<file path="config.mk">
export PLATFORM = sky130hd
export DESIGN_NAME = tcd_dispatcher
export DESIGN_NICKNAME = d
export VERILOG_FILES = /design/src/tcd_pkg.sv /design/src/tcd_dispatcher.sv
export SDC_FILE = /design/constraint.sdc
export NUM_CORES = 2
export LEC_CHECK = 0
export BUFFER_PORTS_ARGS = -buffer_cell sky130_fd_sc_hd__buf_2
export CORE_MARGIN = 2
export CORE_UTILIZATION = 63
export CTS_CLUSTER_DIAMETER = 60
export DETAILED_ROUTE_END_ITERATION = 16
export PLACE_DENSITY = 0.92
export SYNTH_ARGS = -nofsm -noshare
export SYNTH_HDL_FRONTEND = slang
export SYNTH_SLANG_ARGS = --single-unit
</file>
<file path="constraint.sdc">
create_clock -name clk -period 34.2 [get_ports clk]
set_clock_uncertainty 0.15 [all_clocks]
set_input_delay 6.84 -clock clk [delete_from_list [all_inputs] [get_ports clk]]
set_output_delay 6.84 -clock clk [all_outputs]
set_load 0.01 [all_outputs]
</file>
<file path="src/tcd_pkg.sv">
`default_nettype none
package tcd_pkg;
	// Clock and link timing
	localparam int CLK_HZ = 10_000_000;
	localparam int LINK_BIT_HZ = 10_000;
	localparam int BIT_CYCLES = CLK_HZ / LINK_BIT_HZ;
	localparam int CMD_PER_SEC = 100;
	localparam int CMD_PERIOD_CYCLES = CLK_HZ / CMD_PER_SEC;
	localparam int HWCLK_TIMEOUT = 16;
	// Timers and retries
	localparam int NUM_TIMERS = 24;
	localparam logic [31:0] TIMER_MAX = 32'h0000_7FFE;
	localparam int MAX_ATTEMPTS = 5;
	localparam int NUM_UNITS = 8;
	// Link frame layout
	localparam int CMD_BITS = 16;
	localparam int RESP_BITS = 16;
	localparam int RESP_INTERP_ERR = 15;
	localparam int RESP_OFFNORMAL = 14;
	localparam logic [5:0] FUNC_TLM_LIMIT = 6'h10;
	localparam logic [5:0] FUNC_INTSTAT = 6'h0F;
	// Register byte offsets
	localparam logic [7:0] REG_CTRL = 8'h00;
	localparam logic [7:0] REG_TIME = 8'h04;
	localparam logic [7:0] REG_ELAPSED = 8'h08;
	localparam logic [7:0] REG_MAN_RESULT = 8'h0C;
	localparam logic [7:0] REG_PENDING = 8'h10;
	localparam logic [7:0] REG_DECODE = 8'h14;
	localparam logic [7:0] REG_GEN = 8'h18;
	localparam logic [7:0] REG_UNIT = 8'h1C;
	localparam logic [7:0] REG_LINK = 8'h20;
	localparam logic [7:0] REG_DATA_CTRL = 8'h24;
	localparam logic [7:0] REG_STATUS_BLK = 8'h28;
	// Time operations in CTRL[1:0], timer index in CTRL[12:8]
	localparam logic [1:0] OP_UPDATE = 2'h1;
	localparam logic [1:0] OP_TRESET = 2'h2;
	localparam logic [1:0] OP_TREAD = 2'h3;
	// Manual word classes and pseudocommand codes
	localparam logic [1:0] CLASS_DATA_CTRL = 2'h3;
	localparam logic [1:0] CLASS_PSEUDO = 2'h2;
	localparam logic [3:0] PC_START = 4'h1;
	localparam logic [3:0] PC_THROTTLE = 4'h2;
	localparam logic [3:0] PC_SHUTDOWN = 4'h3;
	localparam logic [3:0] PC_PRECOND = 4'h4;
	localparam logic [3:0] PC_NEUTRAL = 4'h5;
	localparam logic [7:0] ST_START = 8'h02;
	localparam logic [7:0] ST_THROTTLE = 8'h0A;
	localparam logic [7:0] ST_SHUTDOWN = 8'h00;
	localparam logic [7:0] ST_PRECOND = 8'h01;
	localparam logic [7:0] ST_NEUTRAL = 8'h37;
	localparam logic [7:0] ST_PPU_CMD = 8'hFF;
	// Manual result codes
	localparam logic [31:0] RES_ACCEPTED = 32'hFFFF_FFFF;
	localparam logic [31:0] RES_NONE = 32'h0000_0001;
endpackage
`default_nettype wire

</file>
<file path="src/tcd_dispatcher.sv">
// Functional notes
// - Keep 32-bit seconds count as time base
// - Update converts eight BCD digits, loads time
// - No answer or smaller value keeps time
// - Twenty-four timers, up to 32766 seconds
// - Timer reset stores negated refreshed time
// - Timer read adds negated start to time
// - Report minus one accepted, else plus one
// - Data-control word goes to flag location
// - Return timed pending command to its buffer
// - Manual command pends, flag set, time zero
// - Unrecognised inputs are power processor commands
// - Operational pseudocommand yields thruster status number
// - Throttle pseudocommand also yields throttle point
// - Two numbers form command plus unit address
// - Check reply; error handling or off-normal path
// - Insert parity before transmitting command word
// - No status location: abort, flag error
// - Retry to five attempts, then all errors
// - Save command; log setpoint commands, not telemetry
// - Echo and interpretation checks; drop enable on failure
// - Link bit rate 10 kHz from divider
// - Sustain at least 100 commands per second
`timescale 1ns/1ps
`default_nettype none
module tcd_dispatcher #(
	parameter int BIT_DIV = tcd_pkg::BIT_CYCLES,
	parameter int CMD_PERIOD = tcd_pkg::CMD_PERIOD_CYCLES
) (
	input wire logic clk,
	input wire logic rst_b,
	input wire logic [7:0] reg_addr,
	input wire logic [31:0] reg_wdata,
	input wire logic reg_wr,
	input wire logic reg_rd,
	output logic [31:0] reg_rdata,
	output logic hwclk_req,
	input wire logic hwclk_ack,
	input wire logic [31:0] hwclk_bcd,
	input wire logic manual_valid,
	input wire logic [15:0] manual_word,
	input wire logic timed_valid,
	input wire logic [15:0] timed_cmd,
	input wire logic [31:0] timed_time,
	output logic timed_ready,
	output logic buf_ret_valid,
	output logic [15:0] buf_ret_cmd,
	output logic [31:0] buf_ret_time,
	output logic link_enable,
	output logic link_data,
	input wire logic link_echo,
	input wire logic link_resp,
	output logic err_req,
	output logic offn_req,
	output logic [15:0] offn_status,
	output logic log_valid,
	output logic [15:0] log_cmd
);
	localparam int FRAME = (tcd_pkg::CMD_BITS + 1 + tcd_pkg::RESP_BITS) * BIT_DIV;
	// One whole frame must fit the command period, or the command rate is lost
	initial begin
		if (BIT_DIV < 2 || FRAME > CMD_PERIOD) begin
			$error("tcd_dispatcher: link divider cannot sustain command rate");
		end
	end

	typedef enum {TK_IDLE, TK_ASK, TK_WAIT} tcd_tk_t;
	typedef enum {LK_IDLE, LK_LOCATE, LK_SEND, LK_RECV, LK_EVAL, LK_GAP} tcd_lk_t;

	// Decoded word: dc, pseudo, throttle, status[7:0], point[7:0]
	function automatic logic [18:0] tcd_decode(input logic [15:0] w);
		logic [7:0] st;
		logic ok;
		st = tcd_pkg::ST_PPU_CMD;
		ok = 1'b1;
		unique case (w[13:10])
			tcd_pkg::PC_START: st = tcd_pkg::ST_START;
			tcd_pkg::PC_THROTTLE: st = tcd_pkg::ST_THROTTLE;
			tcd_pkg::PC_SHUTDOWN: st = tcd_pkg::ST_SHUTDOWN;
			tcd_pkg::PC_PRECOND: st = tcd_pkg::ST_PRECOND;
			tcd_pkg::PC_NEUTRAL: st = tcd_pkg::ST_NEUTRAL;
			default: ok = 1'b0;
		endcase
		if (w[15:14] == tcd_pkg::CLASS_DATA_CTRL) begin
			tcd_decode = {3'b100, 8'h00, 8'h00};
		end else if (w[15:14] == tcd_pkg::CLASS_PSEUDO && ok) begin
			tcd_decode = {2'b01, w[13:10] == tcd_pkg::PC_THROTTLE, st, w[7:0]};
		end else begin
			tcd_decode = {3'b000, tcd_pkg::ST_PPU_CMD, 8'h00};
		end
	endfunction

	// Eight BCD digits to binary
	function automatic logic [31:0] tcd_bcd2bin(input logic [31:0] b);
		logic [31:0] acc;
		acc = 32'h0000_0000;
		for (int i = 7; i >= 0; i--) begin
			acc = 32'(acc * 32'd10) + {28'h000_0000, b[i*4 +: 4]};
		end
		tcd_bcd2bin = acc;
	endfunction

	// ---------------- Time base and interval timers ----------------
	tcd_tk_t tk_state;
	logic [31:0] cur_time;
	logic [31:0] start_neg [tcd_pkg::NUM_TIMERS];
	logic [31:0] elapsed;
	logic [1:0] tk_op;
	logic [4:0] tk_idx;
	logic [4:0] tk_wait;
	logic [31:0] hw_bin;
	logic [31:0] next_time;
	logic [31:0] sum;
	logic ctrl_wr;

	assign ctrl_wr = reg_wr && reg_addr == tcd_pkg::REG_CTRL && reg_wdata[1:0] != 2'h0
		&& reg_wdata[12:8] < 5'(tcd_pkg::NUM_TIMERS);
	assign hw_bin = tcd_bcd2bin(hwclk_bcd);
	// Refreshed time; a late or backward clock leaves it alone
	always_comb begin
		next_time = cur_time;
		if (tk_state == TK_WAIT && hwclk_ack && hw_bin >= cur_time) begin
			next_time = hw_bin;
		end
	end
	assign sum = next_time + start_neg[tk_idx];

	// Time keeper sequence: ask clock, wait bounded time, apply op
	always_ff @(posedge clk) begin
		if (!rst_b) begin
			tk_state <= TK_IDLE;
			tk_op <= 2'h0;
			tk_idx <= 5'h00;
			tk_wait <= 5'h00;
		end else begin
			unique case (tk_state)
				TK_IDLE: if (ctrl_wr) begin
					tk_op <= reg_wdata[1:0];
					tk_idx <= reg_wdata[12:8];
					tk_state <= TK_ASK;
				end
				TK_ASK: begin
					tk_wait <= 5'h00;
					tk_state <= TK_WAIT;
				end
				TK_WAIT: begin
					tk_wait <= tk_wait + 5'h01;
					if (hwclk_ack || tk_wait == 5'(tcd_pkg::HWCLK_TIMEOUT - 1)) begin
						tk_state <= TK_IDLE;
					end
				end
			endcase
		end
	end
	assign hwclk_req = tk_state == TK_ASK;

	logic tk_done;
	assign tk_done = tk_state == TK_WAIT
		&& (hwclk_ack || tk_wait == 5'(tcd_pkg::HWCLK_TIMEOUT - 1));

	// Current time follows the refreshed value at completion
	always_ff @(posedge clk) begin
		if (!rst_b) begin
			cur_time <= 32'h0000_0000;
		end else if (tk_done) begin
			cur_time <= next_time;
		end
	end

	// Timer starts and elapsed result; elapsed saturates at the timer range
	always_ff @(posedge clk) begin
		if (!rst_b) begin
			elapsed <= 32'h0000_0000;
			for (int i = 0; i < tcd_pkg::NUM_TIMERS; i++) begin
				start_neg[i] <= 32'h0000_0000;
			end
		end else if (tk_done && tk_op == tcd_pkg::OP_TRESET) begin
			start_neg[tk_idx] <= 32'(-next_time);
		end else if (tk_done && tk_op == tcd_pkg::OP_TREAD) begin
			elapsed <= (sum > tcd_pkg::TIMER_MAX) ? tcd_pkg::TIMER_MAX : sum;
		end
	end

	// ---------------- Manual input and pending slot ----------------
	logic [18:0] man_dec;
	logic [18:0] dec_reg;
	logic [31:0] man_result;
	logic [31:0] data_ctrl;
	logic [15:0] pend_cmd;
	logic [31:0] pend_time;
	logic pend_flag;
	logic man_cmd;
	logic pend_clr;
	logic result_rd;

	assign man_dec = tcd_decode(manual_word);
	assign man_cmd = manual_valid && !man_dec[18];
	assign pend_clr = reg_wr && reg_addr == tcd_pkg::REG_PENDING;
	assign result_rd = reg_rd && reg_addr == tcd_pkg::REG_MAN_RESULT;
	assign timed_ready = !pend_flag && !manual_valid;

	// Pending command slot; a new command wins over a software clear
	always_ff @(posedge clk) begin
		if (!rst_b) begin
			pend_flag <= 1'b0;
			pend_cmd <= 16'h0000;
			pend_time <= 32'h0000_0000;
		end else if (man_cmd) begin
			pend_flag <= 1'b1;
			pend_cmd <= manual_word;
			pend_time <= 32'h0000_0000;
		end else if (timed_valid && timed_ready) begin
			pend_flag <= 1'b1;
			pend_cmd <= timed_cmd;
			pend_time <= timed_time;
		end else if (pend_clr) begin
			pend_flag <= 1'b0;
		end
	end

	// Displaced timed command goes back to its buffer with its time
	always_ff @(posedge clk) begin
		if (!rst_b) begin
			buf_ret_valid <= 1'b0;
			buf_ret_cmd <= 16'h0000;
			buf_ret_time <= 32'h0000_0000;
		end else begin
			buf_ret_valid <= man_cmd && pend_flag && pend_time != 32'h0000_0000;
			if (man_cmd && pend_flag) begin
				buf_ret_cmd <= pend_cmd;
				buf_ret_time <= pend_time;
			end
		end
	end

	// Result code; an acceptance in the read cycle is kept for next read
	always_ff @(posedge clk) begin
		if (!rst_b) begin
			man_result <= tcd_pkg::RES_NONE;
			data_ctrl <= 32'h0000_0000;
			dec_reg <= 19'h0_0000;
		end else begin
			if (man_cmd) begin
				man_result <= tcd_pkg::RES_ACCEPTED;
			end else if (result_rd) begin
				man_result <= tcd_pkg::RES_NONE;
			end
			if (manual_valid) begin
				dec_reg <= man_dec;
			end
			if (manual_valid && man_dec[18]) begin
				data_ctrl <= {16'h0000, manual_word};
			end
		end
	end

	// ---------------- Command generator and link driver ----------------
	tcd_lk_t lk_state;
	logic [3:0] unit_addr;
	logic [15:0] cmd_word;
	logic [16:0] tx_shift;
	logic [15:0] rx_shift;
	logic [5:0] bit_cnt;
	logic [2:0] attempts;
	logic echo_bad;
	logic intstat_phase;
	logic link_ok;
	logic link_fail;
	logic [15:0] status_blk [tcd_pkg::NUM_UNITS];
	logic [$clog2(BIT_DIV)-1:0] div_cnt;
	logic bit_tick;
	logic gen_wr;
	logic xfer_err;
	logic offn_seen;

	assign gen_wr = reg_wr && reg_addr == tcd_pkg::REG_GEN && lk_state == LK_IDLE;
	assign xfer_err = echo_bad || rx_shift[tcd_pkg::RESP_INTERP_ERR];
	assign offn_seen = rx_shift[tcd_pkg::RESP_OFFNORMAL];

	// Bit rate divider, restarted for every frame so a retry's first bit is not cut short
	always_ff @(posedge clk) begin
		if (!rst_b || !(lk_state == LK_SEND || lk_state == LK_RECV)) begin
			div_cnt <= '0;
		end else if (div_cnt == ($clog2(BIT_DIV))'(BIT_DIV - 1)) begin
			div_cnt <= '0;
		end else begin
			div_cnt <= div_cnt + 1'b1;
		end
	end
	assign bit_tick = div_cnt == ($clog2(BIT_DIV))'(BIT_DIV - 1);

	// Unit being served
	always_ff @(posedge clk) begin
		if (!rst_b) begin
			unit_addr <= 4'h0;
		end else if (reg_wr && reg_addr == tcd_pkg::REG_UNIT) begin
			unit_addr <= reg_wdata[3:0];
		end
	end

	// Link sequencer: locate, send with echo, receive reply, judge
	always_ff @(posedge clk) begin
		if (!rst_b) begin
			lk_state <= LK_IDLE;
			cmd_word <= 16'h0000;
			tx_shift <= 17'h0_0000;
			rx_shift <= 16'h0000;
			bit_cnt <= 6'h00;
			attempts <= 3'h0;
			echo_bad <= 1'b0;
			intstat_phase <= 1'b0;
		end else begin
			unique case (lk_state)
				LK_IDLE: if (gen_wr) begin
					cmd_word <= {unit_addr, reg_wdata[13:8], reg_wdata[5:0]};
					intstat_phase <= 1'b0;
					attempts <= 3'h0;
					lk_state <= LK_LOCATE;
				end
				LK_LOCATE: begin
					if (cmd_word[15:12] >= 4'(tcd_pkg::NUM_UNITS)) begin
						lk_state <= LK_IDLE;
					end else begin
						tx_shift <= {~^cmd_word, cmd_word};
						bit_cnt <= 6'h00;
						echo_bad <= 1'b0;
						attempts <= attempts + 3'h1;
						lk_state <= LK_SEND;
					end
				end
				LK_SEND: if (bit_tick) begin
					if (link_echo != tx_shift[16]) begin
						echo_bad <= 1'b1;
					end
					tx_shift <= {tx_shift[15:0], 1'b0};
					bit_cnt <= bit_cnt + 6'h01;
					if (bit_cnt == 6'(tcd_pkg::CMD_BITS)) begin
						bit_cnt <= 6'h00;
						lk_state <= LK_RECV;
					end
				end
				LK_RECV: if (bit_tick) begin
					rx_shift <= {rx_shift[14:0], link_resp};
					bit_cnt <= bit_cnt + 6'h01;
					if (bit_cnt == 6'(tcd_pkg::RESP_BITS - 1)) begin
						lk_state <= LK_EVAL;
					end
				end
				LK_EVAL: begin
					if (xfer_err && attempts < 3'(tcd_pkg::MAX_ATTEMPTS)) begin
						lk_state <= LK_GAP;
					end else if (!xfer_err && offn_seen && !intstat_phase) begin
						cmd_word <= {cmd_word[15:12], tcd_pkg::FUNC_INTSTAT, 6'h00};
						intstat_phase <= 1'b1;
						attempts <= 3'h0;
						lk_state <= LK_GAP;
					end else begin
						lk_state <= LK_IDLE;
					end
				end
				LK_GAP: lk_state <= LK_LOCATE;
			endcase
		end
	end

	// Enable drops after a failed frame and stays low between attempts
	assign link_enable = lk_state == LK_SEND || lk_state == LK_RECV;
	assign link_data = lk_state == LK_SEND && tx_shift[16];
	assign link_ok = lk_state == LK_EVAL && !xfer_err;
	assign link_fail = lk_state == LK_EVAL && xfer_err
		&& attempts >= 3'(tcd_pkg::MAX_ATTEMPTS);

	// Outcome flags, status blocks, logging and handler requests
	logic [3:0] link_flags;
	always_ff @(posedge clk) begin
		if (!rst_b) begin
			err_req <= 1'b0;
			offn_req <= 1'b0;
			offn_status <= 16'h0000;
			log_valid <= 1'b0;
			log_cmd <= 16'h0000;
			link_flags <= 4'h0;
			for (int i = 0; i < tcd_pkg::NUM_UNITS; i++) begin
				status_blk[i] <= 16'h0000;
			end
		end else begin
			err_req <= link_fail
				|| (lk_state == LK_LOCATE && cmd_word[15:12] >= 4'(tcd_pkg::NUM_UNITS));
			offn_req <= link_ok && intstat_phase;
			log_valid <= link_ok && cmd_word[11:6] >= tcd_pkg::FUNC_TLM_LIMIT;
			if (link_ok) begin
				status_blk[cmd_word[14:12]] <= cmd_word;
				log_cmd <= cmd_word;
				link_flags <= 4'h1;
				if (intstat_phase) begin
					offn_status <= rx_shift;
				end
			end
			if (link_fail) begin
				link_flags <= 4'hE;
			end
			if (lk_state == LK_LOCATE && cmd_word[15:12] >= 4'(tcd_pkg::NUM_UNITS)) begin
				link_flags <= 4'h2;
			end
		end
	end

	// Register read port, data valid the cycle after the strobe
	always_ff @(posedge clk) begin
		if (!rst_b) begin
			reg_rdata <= 32'h0000_0000;
		end else if (reg_rd) begin
			unique case (reg_addr)
				tcd_pkg::REG_CTRL: reg_rdata <= {30'h0, lk_state != LK_IDLE, tk_state != TK_IDLE};
				tcd_pkg::REG_TIME: reg_rdata <= cur_time;
				tcd_pkg::REG_ELAPSED: reg_rdata <= elapsed;
				tcd_pkg::REG_MAN_RESULT: reg_rdata <= man_result;
				tcd_pkg::REG_PENDING: reg_rdata <= {15'h0, pend_flag, pend_cmd};
				tcd_pkg::REG_DECODE: reg_rdata <= {13'h0, dec_reg};
				tcd_pkg::REG_UNIT: reg_rdata <= {28'h0, unit_addr};
				tcd_pkg::REG_LINK: reg_rdata <= {9'h0, attempts, link_flags, rx_shift};
				tcd_pkg::REG_DATA_CTRL: reg_rdata <= data_ctrl;
				tcd_pkg::REG_STATUS_BLK: reg_rdata <= {16'h0, status_blk[unit_addr[2:0]]};
				default: reg_rdata <= 32'h0000_0000;
			endcase
		end else begin
			reg_rdata <= 32'h0000_0000;
		end
	end
endmodule
`default_nettype wire

</file>
==> impl_metrics.ini <==
[timing]
period_minus_slack_ns = 28.32
fin_crit_sh_pct = 82.8
maxClockFrequency_ghz = 0.0353
worst_pin_slew_ns = 1.34
grt_setup_unrepaired = false
setup_viol = 0
tns_ns = 0
slew_headroom_pct = 9.19
drv_slew = 0
hold_viol_final = 0

[cells_and_area]
area_growth_pct = 10.2
nets = 7042
largestRegisters = start_neg (1024), status_blk (128)
fillers = 7446
drive_above_1_share_pct = 17.0
top_register = start_neg
largest_reg_flops = 1024

[clock_tree]
clock_sinks = 1516
cts_tree = done
hold_buffers = 0
clk_latency_ns = 0.85
post_cts_buffers = 0
cts_inserted_buffers = 145
htree_levels = 4
cts_resized = 0
cts-root-buf = clkbuf_16
cts_buffer_depth = 3
cts.clk_slew.worst_paths_ns = 0.06

[routing]
drc_errors = 0
vias = 57469
dr.pass1.iters = 9
first_iter_violations = 9175
routed_wl_um = 233000
vias_per_cell = 6.91
antenna_left = 0
routedWlPerCell_um = 28.0

[synth]
synth_compound_area_share_pct = 8.51
synthAdderAreaFrac_pct = 5.57
synth_edf_count = 1152
yosys.area_share.simple_pct = 13.7
ys_seq_area_share_pct = 54.4
avgSynthCellArea_um2 = 12.0
muxShareOfSynthArea_pct = 11.4
yosysTopAreaCellShare_pct = 44.9
synth-seq-cells = 1516
ys_types = 122
netlist_area_um2 = 77100
ys_top_cells_by_area = edfxtp_1 45%, mux4_2 9.9%, dfxtp_1 9.5%, ha_1 5.2%, nor2_1 4.7%
synth_common_cells = 1152 x edfxtp_1, 962 x nor2_1, 581 x nand2_1, 364 x dfxtp_1, 341 x clkbuf_1
synth_top_family_by_area = simple AND/OR/NAND/NOR gates
synth.most_common_cell = edfxtp_1
yosys.area.top_type = edfxtp_1
synth-xor-area-share_pct = 3.33
ys.flop_type = edfxtp_1
postSynthCellCount = 6432
yosysWarningCount = 0
async_flop_share_pct = 0

[setup_path]
end_kind = flop
criticalPathCategory = input port to flop
worstPathArrival_ns = 28.88
startpoint_type = input port
slowest_stage = nor4_1
crit_required_ns = 34.76
critPathMaxStageDelay_ns = 0.63
worst-path-max-fanout = 27
cpMostUsedCell = ha_1

[global_routing]
grt_max_degree = 95
gr-total-overflow = 0
grt_pass1_wl_um = 347000
antenna_found_initial = 28
gr-usage-all-layers_pct = 36.9
grt_pass1_vias = 57290

[hold_path]
hold_class = flop to flop

[die]
coreArea_um2 = 122000
die_w_um = 354
start_util_pct = 63.4
ios = 265
rows = 128
die_h_um = 354
dieArea_um2 = 125000

[placement]
routabilityCongestion = 1.02
portBuffers = 244
place_hpwl_um = 145000

[run]
maxCapViolCount = 0

[outcome]
status = complete, no violations
-- cells by family (layout without fill, tap and decap cells) --
group / count (synthesis) / after routing
adder cells (fa/ha/maj): 334 / 334
XOR/XNOR: 281 / 281
AO/OA/AOI/OAI: 940 / 940
other: 1 / 31
flip-flops: 1516 / 1516
multiplexers: 446 / 446
buffers and inverters: 615 / 850
AND/OR/NAND/NOR: 2299 / 2299
-- stage by stage --
step | util (%) | area, um2 | hold slack (ns) | setup slack (ns) | std cells
3_5_place_dp | 65.9 | 80100 | 0.304 | 5.68 | 8041
3_3_place_gp | 65.9 | 80100 | 0.293 | 6.12 | 8041
4_1_cts | 69.8 | 84800 | 0.314 | 6.23 | 8307
6_report | 69.8 | 84900 | 0.314 | 5.88 | 8322
2_1_floorplan | - | 77100 | 0.280 | 7.85 | 6447
5_1_grt | 69.8 | 84900 | 0.343 | 4.17 | 8319
-- critical path: cells and delay by family --
family / cells / cell delay [ns]
mux: 1 / 0.15
fa+ha+maj: 18 / 5.89
simple gates: 26 / 6.01
xor+xnor: 15 / 3.94
buf+inv: 4 / 0.98
compound gates: 20 / 5.02
-- worst paths after layout --
kind	endpoint	cells past startpoint	slack, ns	startpoint
worst max-delay path	elapsed[0]	84	5.88	hwclk_bcd[31]
worst min-delay path	div_cnt[0]	1	0.31	div_cnt[0]
worst max register to register	elapsed[13]	19	25.86	flop
worst min register to register	div_cnt[0]	1	0.31	div_cnt[0]
-- final cells by class --
type | count | area, um2 | area share, %
Antenna cell | 15 | 37.5 | 0.0442
Clock buffer | 197 | 3930 | 4.63
Clock inverter | 69 | 846 | 0.996
Inverter | 204 | 766 | 0.902
Multi-Input combinational cell | 4316 | 33100 | 39.0
Sequential cell | 1516 | 41900 | 49.4
Tap cell | 1625 | 2030 | 2.39
Timing Repair Buffer | 380 | 2250 | 2.65
-- layer usage --
| layer | track usage, % | part of all wire (%) | up-vias |
|---|---|---|---|
| met5 | 0.151 | 0.062 | - |
| met4 | 25.5 | 8.0 | 24 |
| met3 | 9.79 | 13 | 1310 |
| met2 | 59.9 | 47 | 4901 |
| met1 | 43.1 | 32 | 27427 |
| li1 | - | - | 23807 |
-- cell usage in the layout (no fill, tap or decap), types with 20 or more instances in the layout --
cell and n:
edfxtp_1 1152, nor2_1 951, nand2_1 581, dfxtp_1 358, mux4_2 340, ha_1 319, a21oi_1 250, buf_2 243
inv_1 195, xnor2_1 163, clkbuf_16 146, and2_1 136, a21boi_0 136, buf_4 136, o21ai_0 112, nand3_1 102
nor3_1 87, xor2_1 85, nor2b_1 79, and3_1 60, mux2_2 57, a21o_1 54, nand2b_1 52, nand4_1 50
mux2i_1 47, o211a_1 43, a22oi_1 41, clkbuf_1 41, a31oi_1 31, o21a_1 30, nor4_1 30, o21bai_1 29
o211ai_1 23, nor2_2 22, clkinv_1 22, nand3b_1 21, xnor2_2 20
Power is left out: the tool's default activity adds up to more than one toggle a clock period on the data nets, which glitch-free logic cannot reach.
